==> src/motor_pkg.sv <==
/*
  constants shared by both ends of the paper feed and carriage motor link:
  clock rate, step and decay timing, register map, phase codes, states.
  assumes a single 40 MHz logic clock on both ends.
*/
package motor_pkg;
    // ==========================================================
    // timing
    localparam int CLK_HZ = 40_000_000;
    localparam int STEP_TIME_US = 2000;
    localparam int STEP_CYCLES = STEP_TIME_US * (CLK_HZ / 1_000_000);
    localparam int DECAY_TIME_US = 100;
    localparam int DECAY_CYCLES = DECAY_TIME_US * (CLK_HZ / 1_000_000);
    localparam int STEPS_PER_LINE = 12;
    // ==========================================================
    // register map, byte addresses of aligned 32-bit words
    localparam int ADDR_W = 4;
    localparam int DATA_W = 32;
    localparam logic [3:0] ADDR_CTRL = 4'h0;
    localparam logic [3:0] ADDR_FEED = 4'h4;
    localparam logic [3:0] ADDR_STATUS = 4'h8;
    localparam int CTRL_W = 4;
    localparam logic [3:0] CTRL_RESET = 4'h0;
    localparam int CTRL_CARR_ON = 0;
    localparam int CTRL_CARR_HIGH = 1;
    localparam int CTRL_CARR_REV = 2;
    localparam int CTRL_FEED_REV = 3;
    localparam int FEED_LINES_LSB = 0;
    localparam int FEED_ALIGN_BIT = 8;
    localparam int STAT_BUSY = 0;
    localparam int STAT_PHASE_LSB = 4;
    localparam int STAT_LEFT_LSB = 8;
    localparam int LEFT_W = 12;
    localparam logic [1:0] RESP_OKAY = 2'h0;
    localparam logic [1:0] RESP_SLVERR = 2'h2;
    // ==========================================================
    // active-low phase selects, bit 0 = A, bit 1 = B, bit 2 = C
    localparam logic [2:0] PHASE_A_N = 3'h6;
    typedef enum logic [1:0] {
        ST_HOLD = 2'h0,
        ST_STEP = 2'h1,
        ST_LAST = 2'h3
    } feed_state_type;
endpackage

==> src/motor_link_if.sv <==
/*
  control lines from the processor board to the motor driver board.
  assumes both ends run on the same clock; all lines are active low.
*/
`timescale 1ns/1ps
`default_nettype none
interface motor_link_if;
    logic [2:0] phase_sel_n;
    logic step_current_sel_n;
    logic fast_decay_n;
    logic carriage_dir_fwd_n;
    logic carriage_current_on_n;
    logic carriage_high_current_n;
    // ==========================================================
    // processor side drives, driver side listens
    modport ctrl (
        output phase_sel_n, step_current_sel_n, fast_decay_n,
        output carriage_dir_fwd_n, carriage_current_on_n, carriage_high_current_n
    );
    modport drv (
        input phase_sel_n, step_current_sel_n, fast_decay_n,
        input carriage_dir_fwd_n, carriage_current_on_n, carriage_high_current_n
    );
endinterface
`default_nettype wire

==> src/step_timer.sv <==
/*
  free-running step interval counter with a fast decay window marker.
  assumes restart_i comes from logic on the same clock.
*/
`timescale 1ns/1ps
`default_nettype none
module step_timer #(
    parameter int unsigned STEP_CYCLES = motor_pkg::STEP_CYCLES,
    parameter int unsigned DECAY_CYCLES = motor_pkg::DECAY_CYCLES
) (
    input wire logic clk_i, // logic clock
    input wire logic rst_i, // async reset, high
    input wire logic restart_i, // start a new interval
    output logic step_done_o, // last cycle of interval
    output logic decay_end_o // last cycle of decay window
);
    import motor_pkg::*;
    localparam int unsigned CNT_W = $clog2(STEP_CYCLES);
    logic [CNT_W-1:0] count_reg;
    logic [CNT_W-1:0] count_next;

    // ==========================================================
    // counter wraps on its own so steps follow without a gap
    assign step_done_o = (count_reg == CNT_W'(STEP_CYCLES - 1));
    assign decay_end_o = (count_reg == CNT_W'(DECAY_CYCLES - 1));

    always_comb begin
        count_next = count_reg + 1'b1;
        if (restart_i || step_done_o) begin
            count_next = '0;
        end
    end

    always_ff @(posedge clk_i or posedge rst_i) begin
        if (rst_i) begin
            count_reg <= '0;
        end else begin
            count_reg <= count_next;
        end
    end
endmodule
`default_nettype wire

==> src/motor_controller.sv <==
/*
  processor-board end: AXI4-Lite register slave that sequences the
  three-phase paper feed stepper and sets the carriage motor lines.
  assumes the driver board listens on the motor_link_if drv modport and
  that the bus master shares clk_i.
*/
// What this block does
// forward order A,B,C; reverse order C,B,A
// exactly one phase select low always
// step select low gives 3.0A, high 1.0A
// fast decay low selects fast decay path
// power-on selects phase A at hold current
// form align moves hold to next phase
// fast decay stays high while holding/regulating
// chop phase current between comparator limits
// fast decay low at each normal step end
// each phase energized 2 ms when stepping
// final detent step keeps slow decay
// one line feed is 12 steps
// after sequence, hold last phase at 1A
// direction high swaps to reverse pair
// carriage reference 2.86A or 1.43A
// no motor power without power good
// carriage current-on low enables current
// carriage high-current low selects high level
// carriage direction low is forward
// step timed by clock; lines change on steps
`timescale 1ns/1ps
`default_nettype none
module motor_controller #(
    parameter int unsigned STEP_CYCLES = motor_pkg::STEP_CYCLES  // 2 ms step
) (
    input wire logic clk_i, // 40 MHz
    input wire logic rst_i, // async reset, high
    input wire logic s_axi_awvalid_i, // write address valid
    output logic s_axi_awready_o, // write address ready
    input wire logic [motor_pkg::ADDR_W-1:0] s_axi_awaddr_i, // write address
    input wire logic s_axi_wvalid_i, // write data valid
    output logic s_axi_wready_o, // write data ready
    input wire logic [motor_pkg::DATA_W-1:0] s_axi_wdata_i, // write data
    input wire logic [3:0] s_axi_wstrb_i, // byte strobes
    output logic s_axi_bvalid_o, // write response valid
    input wire logic s_axi_bready_i, // write response ready
    output logic [1:0] s_axi_bresp_o, // write response
    input wire logic s_axi_arvalid_i, // read address valid
    output logic s_axi_arready_o, // read address ready
    input wire logic [motor_pkg::ADDR_W-1:0] s_axi_araddr_i, // read address
    output logic s_axi_rvalid_o, // read data valid
    input wire logic s_axi_rready_i, // read data ready
    output logic [motor_pkg::DATA_W-1:0] s_axi_rdata_o, // read data
    output logic [1:0] s_axi_rresp_o, // read response
    motor_link_if.ctrl link // lines to driver
);
    import motor_pkg::*;
    // ==========================================================
    // phase rotation
    // an illegal pattern falls back to phase A so one winding stays on
    function automatic logic [2:0] next_phase(input logic [2:0] cur_n, input logic rev);
        logic [2:0] res;
        res = rev ? {cur_n[0], cur_n[2:1]} : {cur_n[1:0], cur_n[2]};
        if (cur_n != 3'h6 && cur_n != 3'h5 && cur_n != 3'h3) begin
            res = PHASE_A_N;
        end
        return res;
    endfunction
    // ==========================================================
    // bus slave state
    logic aw_held_reg, aw_held_next, w_held_reg, w_held_next;
    logic [ADDR_W-1:0] awaddr_reg, awaddr_next;
    logic [DATA_W-1:0] wdata_reg, wdata_next;
    logic [3:0] wstrb_reg, wstrb_next;
    logic awready_reg, awready_next, wready_reg, wready_next;
    logic bvalid_reg, bvalid_next, arready_reg, arready_next, rvalid_reg, rvalid_next;
    logic [1:0] bresp_reg, bresp_next, rresp_reg, rresp_next;
    logic [DATA_W-1:0] rdata_reg, rdata_next;
    logic [CTRL_W-1:0] ctrl_reg, ctrl_next;
    logic [2:0] carr_n_reg, carr_n_next;
    logic feed_go, align_go;
    // feed sequencer state
    feed_state_type state_reg, state_next;
    logic [2:0] phase_n_reg, phase_n_next;
    logic cur_n_reg, cur_n_next, fast_n_reg, fast_n_next;
    logic [LEFT_W-1:0] left_reg, left_next;
    logic restart, step_done, decay_end;
    logic [7:0] lines;
    assign lines = wdata_reg[FEED_LINES_LSB +: 8];
    // ==========================================================
    // write and read channels; a write acts the cycle after both halves are held
    always_comb begin
        aw_held_next = aw_held_reg;
        w_held_next = w_held_reg;
        awaddr_next = awaddr_reg;
        wdata_next = wdata_reg;
        wstrb_next = wstrb_reg;
        bvalid_next = bvalid_reg && !s_axi_bready_i;
        bresp_next = bresp_reg;
        rvalid_next = rvalid_reg && !s_axi_rready_i;
        rresp_next = rresp_reg;
        rdata_next = rdata_reg;
        ctrl_next = ctrl_reg;
        feed_go = 1'b0;
        align_go = 1'b0;
        if (s_axi_awvalid_i && awready_reg) begin
            aw_held_next = 1'b1;
            awaddr_next = s_axi_awaddr_i;
        end
        if (s_axi_wvalid_i && wready_reg) begin
            w_held_next = 1'b1;
            wdata_next = s_axi_wdata_i;
            wstrb_next = s_axi_wstrb_i;
        end
        if (aw_held_reg && w_held_reg && !bvalid_reg) begin
            aw_held_next = 1'b0;
            w_held_next = 1'b0;
            bvalid_next = 1'b1;
            bresp_next = RESP_OKAY;
            unique case (awaddr_reg)
                ADDR_CTRL: ctrl_next = wstrb_reg[0] ? wdata_reg[CTRL_W-1:0] : ctrl_reg;
                ADDR_FEED: begin
                    feed_go = wstrb_reg[0] && (lines != 8'h00);
                    align_go = wstrb_reg[1] && wdata_reg[FEED_ALIGN_BIT];
                end
                ADDR_STATUS: begin end
                default: bresp_next = RESP_SLVERR;
            endcase
        end
        awready_next = !aw_held_next && !bvalid_next;
        wready_next = !w_held_next && !bvalid_next;
        if (s_axi_arvalid_i && arready_reg) begin
            rvalid_next = 1'b1;
            rresp_next = RESP_OKAY;
            rdata_next = '0;
            unique case (s_axi_araddr_i)
                ADDR_CTRL: rdata_next[CTRL_W-1:0] = ctrl_reg;
                ADDR_FEED: rdata_next = '0;
                ADDR_STATUS: begin
                    rdata_next[STAT_BUSY] = (state_reg != ST_HOLD);
                    rdata_next[STAT_PHASE_LSB +: 3] = phase_n_reg;
                    rdata_next[STAT_LEFT_LSB +: LEFT_W] = left_reg;
                end
                default: rresp_next = RESP_SLVERR;
            endcase
        end
        arready_next = !rvalid_next;
        // carriage on and high lines are active low copies of their control bits; forward-low line copies the reverse bit
        carr_n_next[0] = !ctrl_next[CTRL_CARR_ON];
        carr_n_next[1] = !ctrl_next[CTRL_CARR_HIGH];
        carr_n_next[2] = ctrl_next[CTRL_CARR_REV];
    end
    always_ff @(posedge clk_i or posedge rst_i) begin
        if (rst_i) begin
            aw_held_reg <= 1'b0;
            w_held_reg <= 1'b0;
            awaddr_reg <= '0;
            wdata_reg <= '0;
            wstrb_reg <= '0;
            awready_reg <= 1'b0;
            wready_reg <= 1'b0;
            bvalid_reg <= 1'b0;
            bresp_reg <= RESP_OKAY;
            arready_reg <= 1'b0;
            rvalid_reg <= 1'b0;
            rresp_reg <= RESP_OKAY;
            rdata_reg <= '0;
            ctrl_reg <= CTRL_RESET;
            carr_n_reg <= 3'h3;
        end else begin
            aw_held_reg <= aw_held_next;
            w_held_reg <= w_held_next;
            awaddr_reg <= awaddr_next;
            wdata_reg <= wdata_next;
            wstrb_reg <= wstrb_next;
            awready_reg <= awready_next;
            wready_reg <= wready_next;
            bvalid_reg <= bvalid_next;
            bresp_reg <= bresp_next;
            arready_reg <= arready_next;
            rvalid_reg <= rvalid_next;
            rresp_reg <= rresp_next;
            rdata_reg <= rdata_next;
            ctrl_reg <= ctrl_next;
            carr_n_reg <= carr_n_next;
        end
    end
    // ==========================================================
    // step interval timer
    step_timer #(.STEP_CYCLES(STEP_CYCLES), .DECAY_CYCLES(DECAY_CYCLES)) i_step_timer (.clk_i(clk_i),
        .rst_i(rst_i), .restart_i(restart), .step_done_o(step_done), .decay_end_o(decay_end));
    // ==========================================================
    // feed sequencer; requests while busy are dropped, not queued
    always_comb begin
        state_next = state_reg;
        phase_n_next = phase_n_reg;
        cur_n_next = cur_n_reg;
        fast_n_next = fast_n_reg;
        left_next = left_reg;
        restart = 1'b0;
        unique case (state_reg)
            ST_HOLD: begin
                if (feed_go) begin
                    phase_n_next = next_phase(phase_n_reg, ctrl_reg[CTRL_FEED_REV]);
                    cur_n_next = 1'b0;
                    fast_n_next = 1'b0;
                    left_next = LEFT_W'({4'h0, lines} * LEFT_W'(STEPS_PER_LINE) - LEFT_W'(1));
                    restart = 1'b1;
                    state_next = ST_STEP;
                end else if (align_go) begin
                    phase_n_next = next_phase(phase_n_reg, ctrl_reg[CTRL_FEED_REV]);
                end
            end
            ST_STEP: begin
                if (decay_end) begin
                    fast_n_next = 1'b1;
                end
                if (step_done) begin
                    phase_n_next = next_phase(phase_n_reg, ctrl_reg[CTRL_FEED_REV]);
                    left_next = left_reg - LEFT_W'(1);
                    if (left_reg == LEFT_W'(1)) begin
                        fast_n_next = 1'b1;
                        state_next = ST_LAST;
                    end else begin
                        fast_n_next = 1'b0;
                    end
                end
            end
            ST_LAST: begin
                if (step_done) begin
                    cur_n_next = 1'b1;
                    state_next = ST_HOLD;
                end
            end
        endcase
    end
    // reset leaves phase A held at the low current
    always_ff @(posedge clk_i or posedge rst_i) begin
        if (rst_i) begin
            state_reg <= ST_HOLD;
            phase_n_reg <= PHASE_A_N;
            cur_n_reg <= 1'b1;
            fast_n_reg <= 1'b1;
            left_reg <= '0;
        end else begin
            state_reg <= state_next;
            phase_n_reg <= phase_n_next;
            cur_n_reg <= cur_n_next;
            fast_n_reg <= fast_n_next;
            left_reg <= left_next;
        end
    end
    // ==========================================================
    // outputs straight from flops
    assign s_axi_awready_o = awready_reg;
    assign s_axi_wready_o = wready_reg;
    assign s_axi_bvalid_o = bvalid_reg;
    assign s_axi_bresp_o = bresp_reg;
    assign s_axi_arready_o = arready_reg;
    assign s_axi_rvalid_o = rvalid_reg;
    assign s_axi_rdata_o = rdata_reg;
    assign s_axi_rresp_o = rresp_reg;
    assign link.phase_sel_n = phase_n_reg;
    assign link.step_current_sel_n = cur_n_reg;
    assign link.fast_decay_n = fast_n_reg;
    assign link.carriage_current_on_n = carr_n_reg[0];
    assign link.carriage_high_current_n = carr_n_reg[1];
    assign link.carriage_dir_fwd_n = carr_n_reg[2];
endmodule
`default_nettype wire

==> src/flat_wrapper.sv <==
// flat-port wrapper written by rule: the top's interface ports become plain ports
module motor_controller_flat import motor_pkg::*;
#(
    parameter int unsigned STEP_CYCLES = motor_pkg::STEP_CYCLES              
)
  (clk_i, rst_i, s_axi_awvalid_i, s_axi_awready_o, s_axi_awaddr_i, s_axi_wvalid_i, s_axi_wready_o, s_axi_wdata_i, s_axi_wstrb_i, s_axi_bvalid_o, s_axi_bready_i, s_axi_bresp_o, s_axi_arvalid_i, s_axi_arready_o, s_axi_araddr_i, s_axi_rvalid_o, s_axi_rready_i, s_axi_rdata_o, s_axi_rresp_o, link_phase_sel_n, link_step_current_sel_n, link_fast_decay_n, link_carriage_dir_fwd_n, link_carriage_current_on_n, link_carriage_high_current_n);
  motor_link_if link_i ();
  input wire logic clk_i;
  input wire logic rst_i;
  input wire logic s_axi_awvalid_i;
  output logic s_axi_awready_o;
  input wire logic [motor_pkg::ADDR_W-1:0] s_axi_awaddr_i;
  input wire logic s_axi_wvalid_i;
  output logic s_axi_wready_o;
  input wire logic [motor_pkg::DATA_W-1:0] s_axi_wdata_i;
  input wire logic [3:0] s_axi_wstrb_i;
  output logic s_axi_bvalid_o;
  input wire logic s_axi_bready_i;
  output logic [1:0] s_axi_bresp_o;
  input wire logic s_axi_arvalid_i;
  output logic s_axi_arready_o;
  input wire logic [motor_pkg::ADDR_W-1:0] s_axi_araddr_i;
  output logic s_axi_rvalid_o;
  input wire logic s_axi_rready_i;
  output logic [motor_pkg::DATA_W-1:0] s_axi_rdata_o;
  output logic [1:0] s_axi_rresp_o;
  output wire logic [$bits(link_i.phase_sel_n)-1:0] link_phase_sel_n;
  output wire logic [$bits(link_i.step_current_sel_n)-1:0] link_step_current_sel_n;
  output wire logic [$bits(link_i.fast_decay_n)-1:0] link_fast_decay_n;
  output wire logic [$bits(link_i.carriage_dir_fwd_n)-1:0] link_carriage_dir_fwd_n;
  output wire logic [$bits(link_i.carriage_current_on_n)-1:0] link_carriage_current_on_n;
  output wire logic [$bits(link_i.carriage_high_current_n)-1:0] link_carriage_high_current_n;
  assign link_phase_sel_n = link_i.phase_sel_n;
  assign link_step_current_sel_n = link_i.step_current_sel_n;
  assign link_fast_decay_n = link_i.fast_decay_n;
  assign link_carriage_dir_fwd_n = link_i.carriage_dir_fwd_n;
  assign link_carriage_current_on_n = link_i.carriage_current_on_n;
  assign link_carriage_high_current_n = link_i.carriage_high_current_n;
  motor_controller #(.STEP_CYCLES(STEP_CYCLES)) u_core (.clk_i(clk_i), .rst_i(rst_i), .s_axi_awvalid_i(s_axi_awvalid_i), .s_axi_awready_o(s_axi_awready_o), .s_axi_awaddr_i(s_axi_awaddr_i), .s_axi_wvalid_i(s_axi_wvalid_i), .s_axi_wready_o(s_axi_wready_o), .s_axi_wdata_i(s_axi_wdata_i), .s_axi_wstrb_i(s_axi_wstrb_i), .s_axi_bvalid_o(s_axi_bvalid_o), .s_axi_bready_i(s_axi_bready_i), .s_axi_bresp_o(s_axi_bresp_o), .s_axi_arvalid_i(s_axi_arvalid_i), .s_axi_arready_o(s_axi_arready_o), .s_axi_araddr_i(s_axi_araddr_i), .s_axi_rvalid_o(s_axi_rvalid_o), .s_axi_rready_i(s_axi_rready_i), .s_axi_rdata_o(s_axi_rdata_o), .s_axi_rresp_o(s_axi_rresp_o), .link(link_i));
endmodule
==> config.mk <==
export PLATFORM = sky130hd
export DESIGN_NAME = motor_controller_flat
export DESIGN_NICKNAME = d
export VERILOG_FILES = /design/src/motor_pkg.sv /design/src/motor_link_if.sv /design/src/step_timer.sv /design/src/motor_controller.sv /design/src/flat_wrapper.sv
export SDC_FILE = /design/constraint.sdc
export NUM_CORES = 1
export LEC_CHECK = 0
export BUFFER_PORTS_ARGS = -buffer_cell sky130_fd_sc_hd__buf_2
export CORE_AREA = 2 2 130 132
export CTS_CLUSTER_SIZE = 24
export DETAILED_ROUTE_END_ITERATION = 12
export DIE_AREA = 0 0 132 134
export SLEW_MARGIN = 20
export SYNTH_ARGS = -nofsm -noshare
export SYNTH_HDL_FRONTEND = slang
export SYNTH_HIERARCHICAL = 1
export SYNTH_SLANG_ARGS = --single-unit
==> constraint.sdc <==
create_clock -name clk_i -period 3.8 [get_ports clk_i]
set_input_delay 0.76 -clock clk_i [delete_from_list [all_inputs] [get_ports clk_i]]
set_output_delay 0.76 -clock clk_i [all_outputs]
set_load 0.05 [all_outputs]
==> out/metrics.yaml <==
worst_setup_path:
  crit_arrival_ns: 3.03
  cp-end-kind: "register"
  cp-endpoint: "u_core/left_reg[11]$_DFFE_PP0P_"
  r2r_end: "u_core/left_reg[11]$_DFFE_PP0P_"
  reg2reg_from: "u_core/i_step_timer/count_reg[0]$_DFF_PP0_"
  path_max_fanout: 10
  required_ns: 4.01
  critical_path_class: "register to register"
  r2r_setup_slack_ns: 0.98
  worst_setup_path_start_kind: "register"
  startpoint: "u_core/i_step_timer/count_reg[0]$_DFF_PP0_"
  r2r_cells: 10
placed_design:
  port_buffers: 59
  place.detailed.hpwl_um: 7940
  gp_congestion: 0.882
  dp_cells: 736
cts:
  postCtsHoldBufs: 0
  cts_max_level: 3
  cts_num_sinks: 85
  cts_buffers: 9
  clk_latency_ns: 0.34
  cts-root-buf: "clkbuf_16"
  clk_path_buf_depth: 2
  cts_tree: "yes"
  clkTransAtPathRegs_ns: 0.06
  post_cts_buffers: 0
  ctsResizeCount: 0
synthesis:
  ys_ff_latch: 85
  syn_avg_cell_area_um2: 9.91
  ys_warn_count: 6
  dominantRegCellSynth: "dfrtp_1"
  ys_seq_area_frac: 0.457
  synth_cell_type_count: 63
  synth_area_um2: 4670
  synth_edf_count: 0
  syn_inst: 471
  synthArstFlopShare: 1.00
power_and_ir_drop:
  power_frac_comb: 0.476
  leakage_nw: 2.49
  power_frac_clock: 0.207
  p_seq_frac: 0.317
  p_sw_mw: 2.02
  cell_internal_pwr_mw: 2.63
  swShare: 0.434
  powerDensity_nw_per_um2: 856
  vdd_ir_drop_max_mv: 0.306
  total_power_mw: 4.64
global_route:
  grt.total_usage: 0.124
  grt_pass1_wl_um: 17700
  grt_pass1_vias: 3531
  grt_antenna_before_repair: 0
  overflow: 0
  grt_max_degree: 47
drt:
  drc: 0
  finalWirelength_um: 10500
  routedWlPerCell_um: 14.0
  first_pass_iters: 6
  drtAntennaViolNets: 0
  vias_per_cell: 4.74
  via_count: 3565
  first_iter_violations: 195
timing:
  slew_viol_final: 0
  clock.fmax_mhz: 355
  hold_viol_final: 0
  finalCritPeriodShare: 0.741
  setup_viol: 0
  period_minus_slack_ns: 2.82
  rsz0062_at_grt: "no"
  tightest_slew_ns: 0.915
  tns_ns: 0
  slew_headroom: 0.385
  clock_skew_ns: 0.00659
cells_and_area:
  final_layout_size_suffix_gt1_frac: 0.214
  multi_input_area_um2: 2260
  diodes: 0
  largest_reg_flops: 19
  seqCellArea_um2: 2130
  syn_to_final_growth_pct: 16.2
  finalNonFillerCells: 752
  finalNetCount: 595
  fillCellCount: 1703
die:
  die_h_um: 134
  initial_core_util: 0.287
  dieArea_um2: 17700
  coreArea_um2: 16300
  die_x_um: 132
  num_rows: 47
  io_pins: 100
run_status:
  run_status: "complete, no violations"
flow_run:
  maxCapViolations: 0
hold_path:
  hp-class: "register to register"
==> metal layers <==
metal,part of all wire,GRT usage
met5,0,0
met4,0.019,0.0507
met3,0.053,0.0329
met2,0.46,0.190
met1,0.47,0.165
==> layout by cell type, fill, tap and decap left out, types with 3 or more instances in the layout <==
master | synthesis | routed
a211oi_1 | 3 | 3
a21o_1 | 4 | 4
a21oi_1 | 24 | 24
a221oi_1 | 3 | 3
a22o_1 | 18 | 18
a31oi_1 | 3 | 3
and2_1 | 3 | 3
and3_1 | 6 | 6
buf_2 | 3 | 59
buf_4 | 16 | 4
clkbuf_16 | 0 | 9
conb_1 | 1 | 15
dfrtp_1 | 79 | 79
dfstp_2 | 6 | 6
ha_1 | 16 | 16
inv_1 | 28 | 27
mux2_2 | 16 | 16
nand2_1 | 26 | 26
nand2b_1 | 5 | 5
nand3_1 | 12 | 12
nand3b_1 | 4 | 4
nand4_1 | 8 | 8
nor2_1 | 46 | 46
nor2b_1 | 6 | 6
nor3_1 | 16 | 16
nor3b_1 | 6 | 6
nor4_1 | 10 | 10
o21ai_0 | 29 | 29
xnor2_1 | 19 | 19
xor2_1 | 4 | 4
==> cells by family after synthesis <==
kind of cell / after synthesis / share of synthesized area
xor gates and xnor gates: 23 / 0.0432
muxes: 18 / 0.0432
and+or+nand+nor: 166 / 0.191
adders and majority gates: 17 / 0.0472
other: 1 / 0.000803
AOI/OAI and AO/OA: 101 / 0.148
buffers and inverters: 60 / 0.0702
DFF: 85 / 0.457
==> final cells by class <==
class | instances | share of cell area
Inverter | 28 | 0.0194
Clock inverter | 5 | 0.0152
Sequential cell | 85 | 0.394
Timing Repair Buffer | 63 | 0.0600
Multi-Input combinational cell | 340 | 0.416
Clock buffer | 11 | 0.0448
Tap cell | 220 | 0.0507
==> cells in the mapped netlist, drive strengths merged, types with 4 or more instances <==
cell,instances,area [µm²]
nand2b,5,31.3
a21o,5,38.8
mux2,17,191
a31oi,4,31.3
and3,6,37.5
clkbuf,9,33.8
dfstp,6,158
a211oi,4,42.5
a22o,18,158
dfrtp,79,1980
o21ai,30,150
a21oi,24,120
nor2b,6,37.5
nand2,26,97.6
nand3b,4,30.0
xor2,4,35.0
nand3,12,60.1
ha,16,200
nor3b,6,45.0
inv,28,105
nor3,16,80.1
nand4,9,62.6
nor4,12,96.3
buf,23,189
nor2,47,179
xnor2,19,166
==> worst min path at each step <==
stage                                endpoint  slack (ns)  depth (start not counted)                         start
6_report       u_core/carr_n_reg[1]$_DFF_PP1_        0.45                          1  u_core/ctrl_reg[1]$_DFF_PP0_
5_1_grt        u_core/carr_n_reg[1]$_DFF_PP1_        0.50                          1  u_core/ctrl_reg[1]$_DFF_PP0_
4_1_cts        u_core/carr_n_reg[1]$_DFF_PP1_        0.46                          1  u_core/ctrl_reg[1]$_DFF_PP0_
3_5_place_dp   u_core/carr_n_reg[1]$_DFF_PP1_        0.45                          1  u_core/ctrl_reg[1]$_DFF_PP0_
3_3_place_gp   u_core/carr_n_reg[1]$_DFF_PP1_        0.43                          1  u_core/ctrl_reg[1]$_DFF_PP0_
2_1_floorplan  u_core/carr_n_reg[1]$_DFF_PP1_        0.40                          1  u_core/ctrl_reg[1]$_DFF_PP0_
==> power groups by stage <==
stage          clock network [mW]  registers (mW)  logic [mW]
6_report                    0.960            1.47        2.21
2_1_floorplan                   0            1.59        1.65
3_5_place_dp                    0            1.49        2.20
4_1_cts                     0.996            1.47        2.21
5_1_grt                      1.02            1.53        2.47
3_3_place_gp                    0            1.47        2.15
==> metrics by stage <==
stage	worst slack (ns)	utilization	instance area, µm²	hold slack (ns)
4_1_cts	0.996	0.333	5420	0.459
3_5_place_dp	1.01	0.313	5100	0.451
5_1_grt	0.792	0.333	5420	0.497
3_3_place_gp	1.08	0.313	5100	0.429
6_report	0.984	0.333	5420	0.449
2_1_floorplan	1.34	-	4720	0.398
==> worst max-delay path, cell delays in order (launching register included) <==
cell	delay (ns)
dfrtp_1	0.40
ha_1	0.25
nand4_2	0.26
nor4_2	0.36
buf_4	0.18
inv_1	0.08
nor2_2	0.23
a21o_1	0.34
o21ai_0	0.15
a221oi_1	0.31
nand3_1	0.11
(Power assumes the default switching activity.)
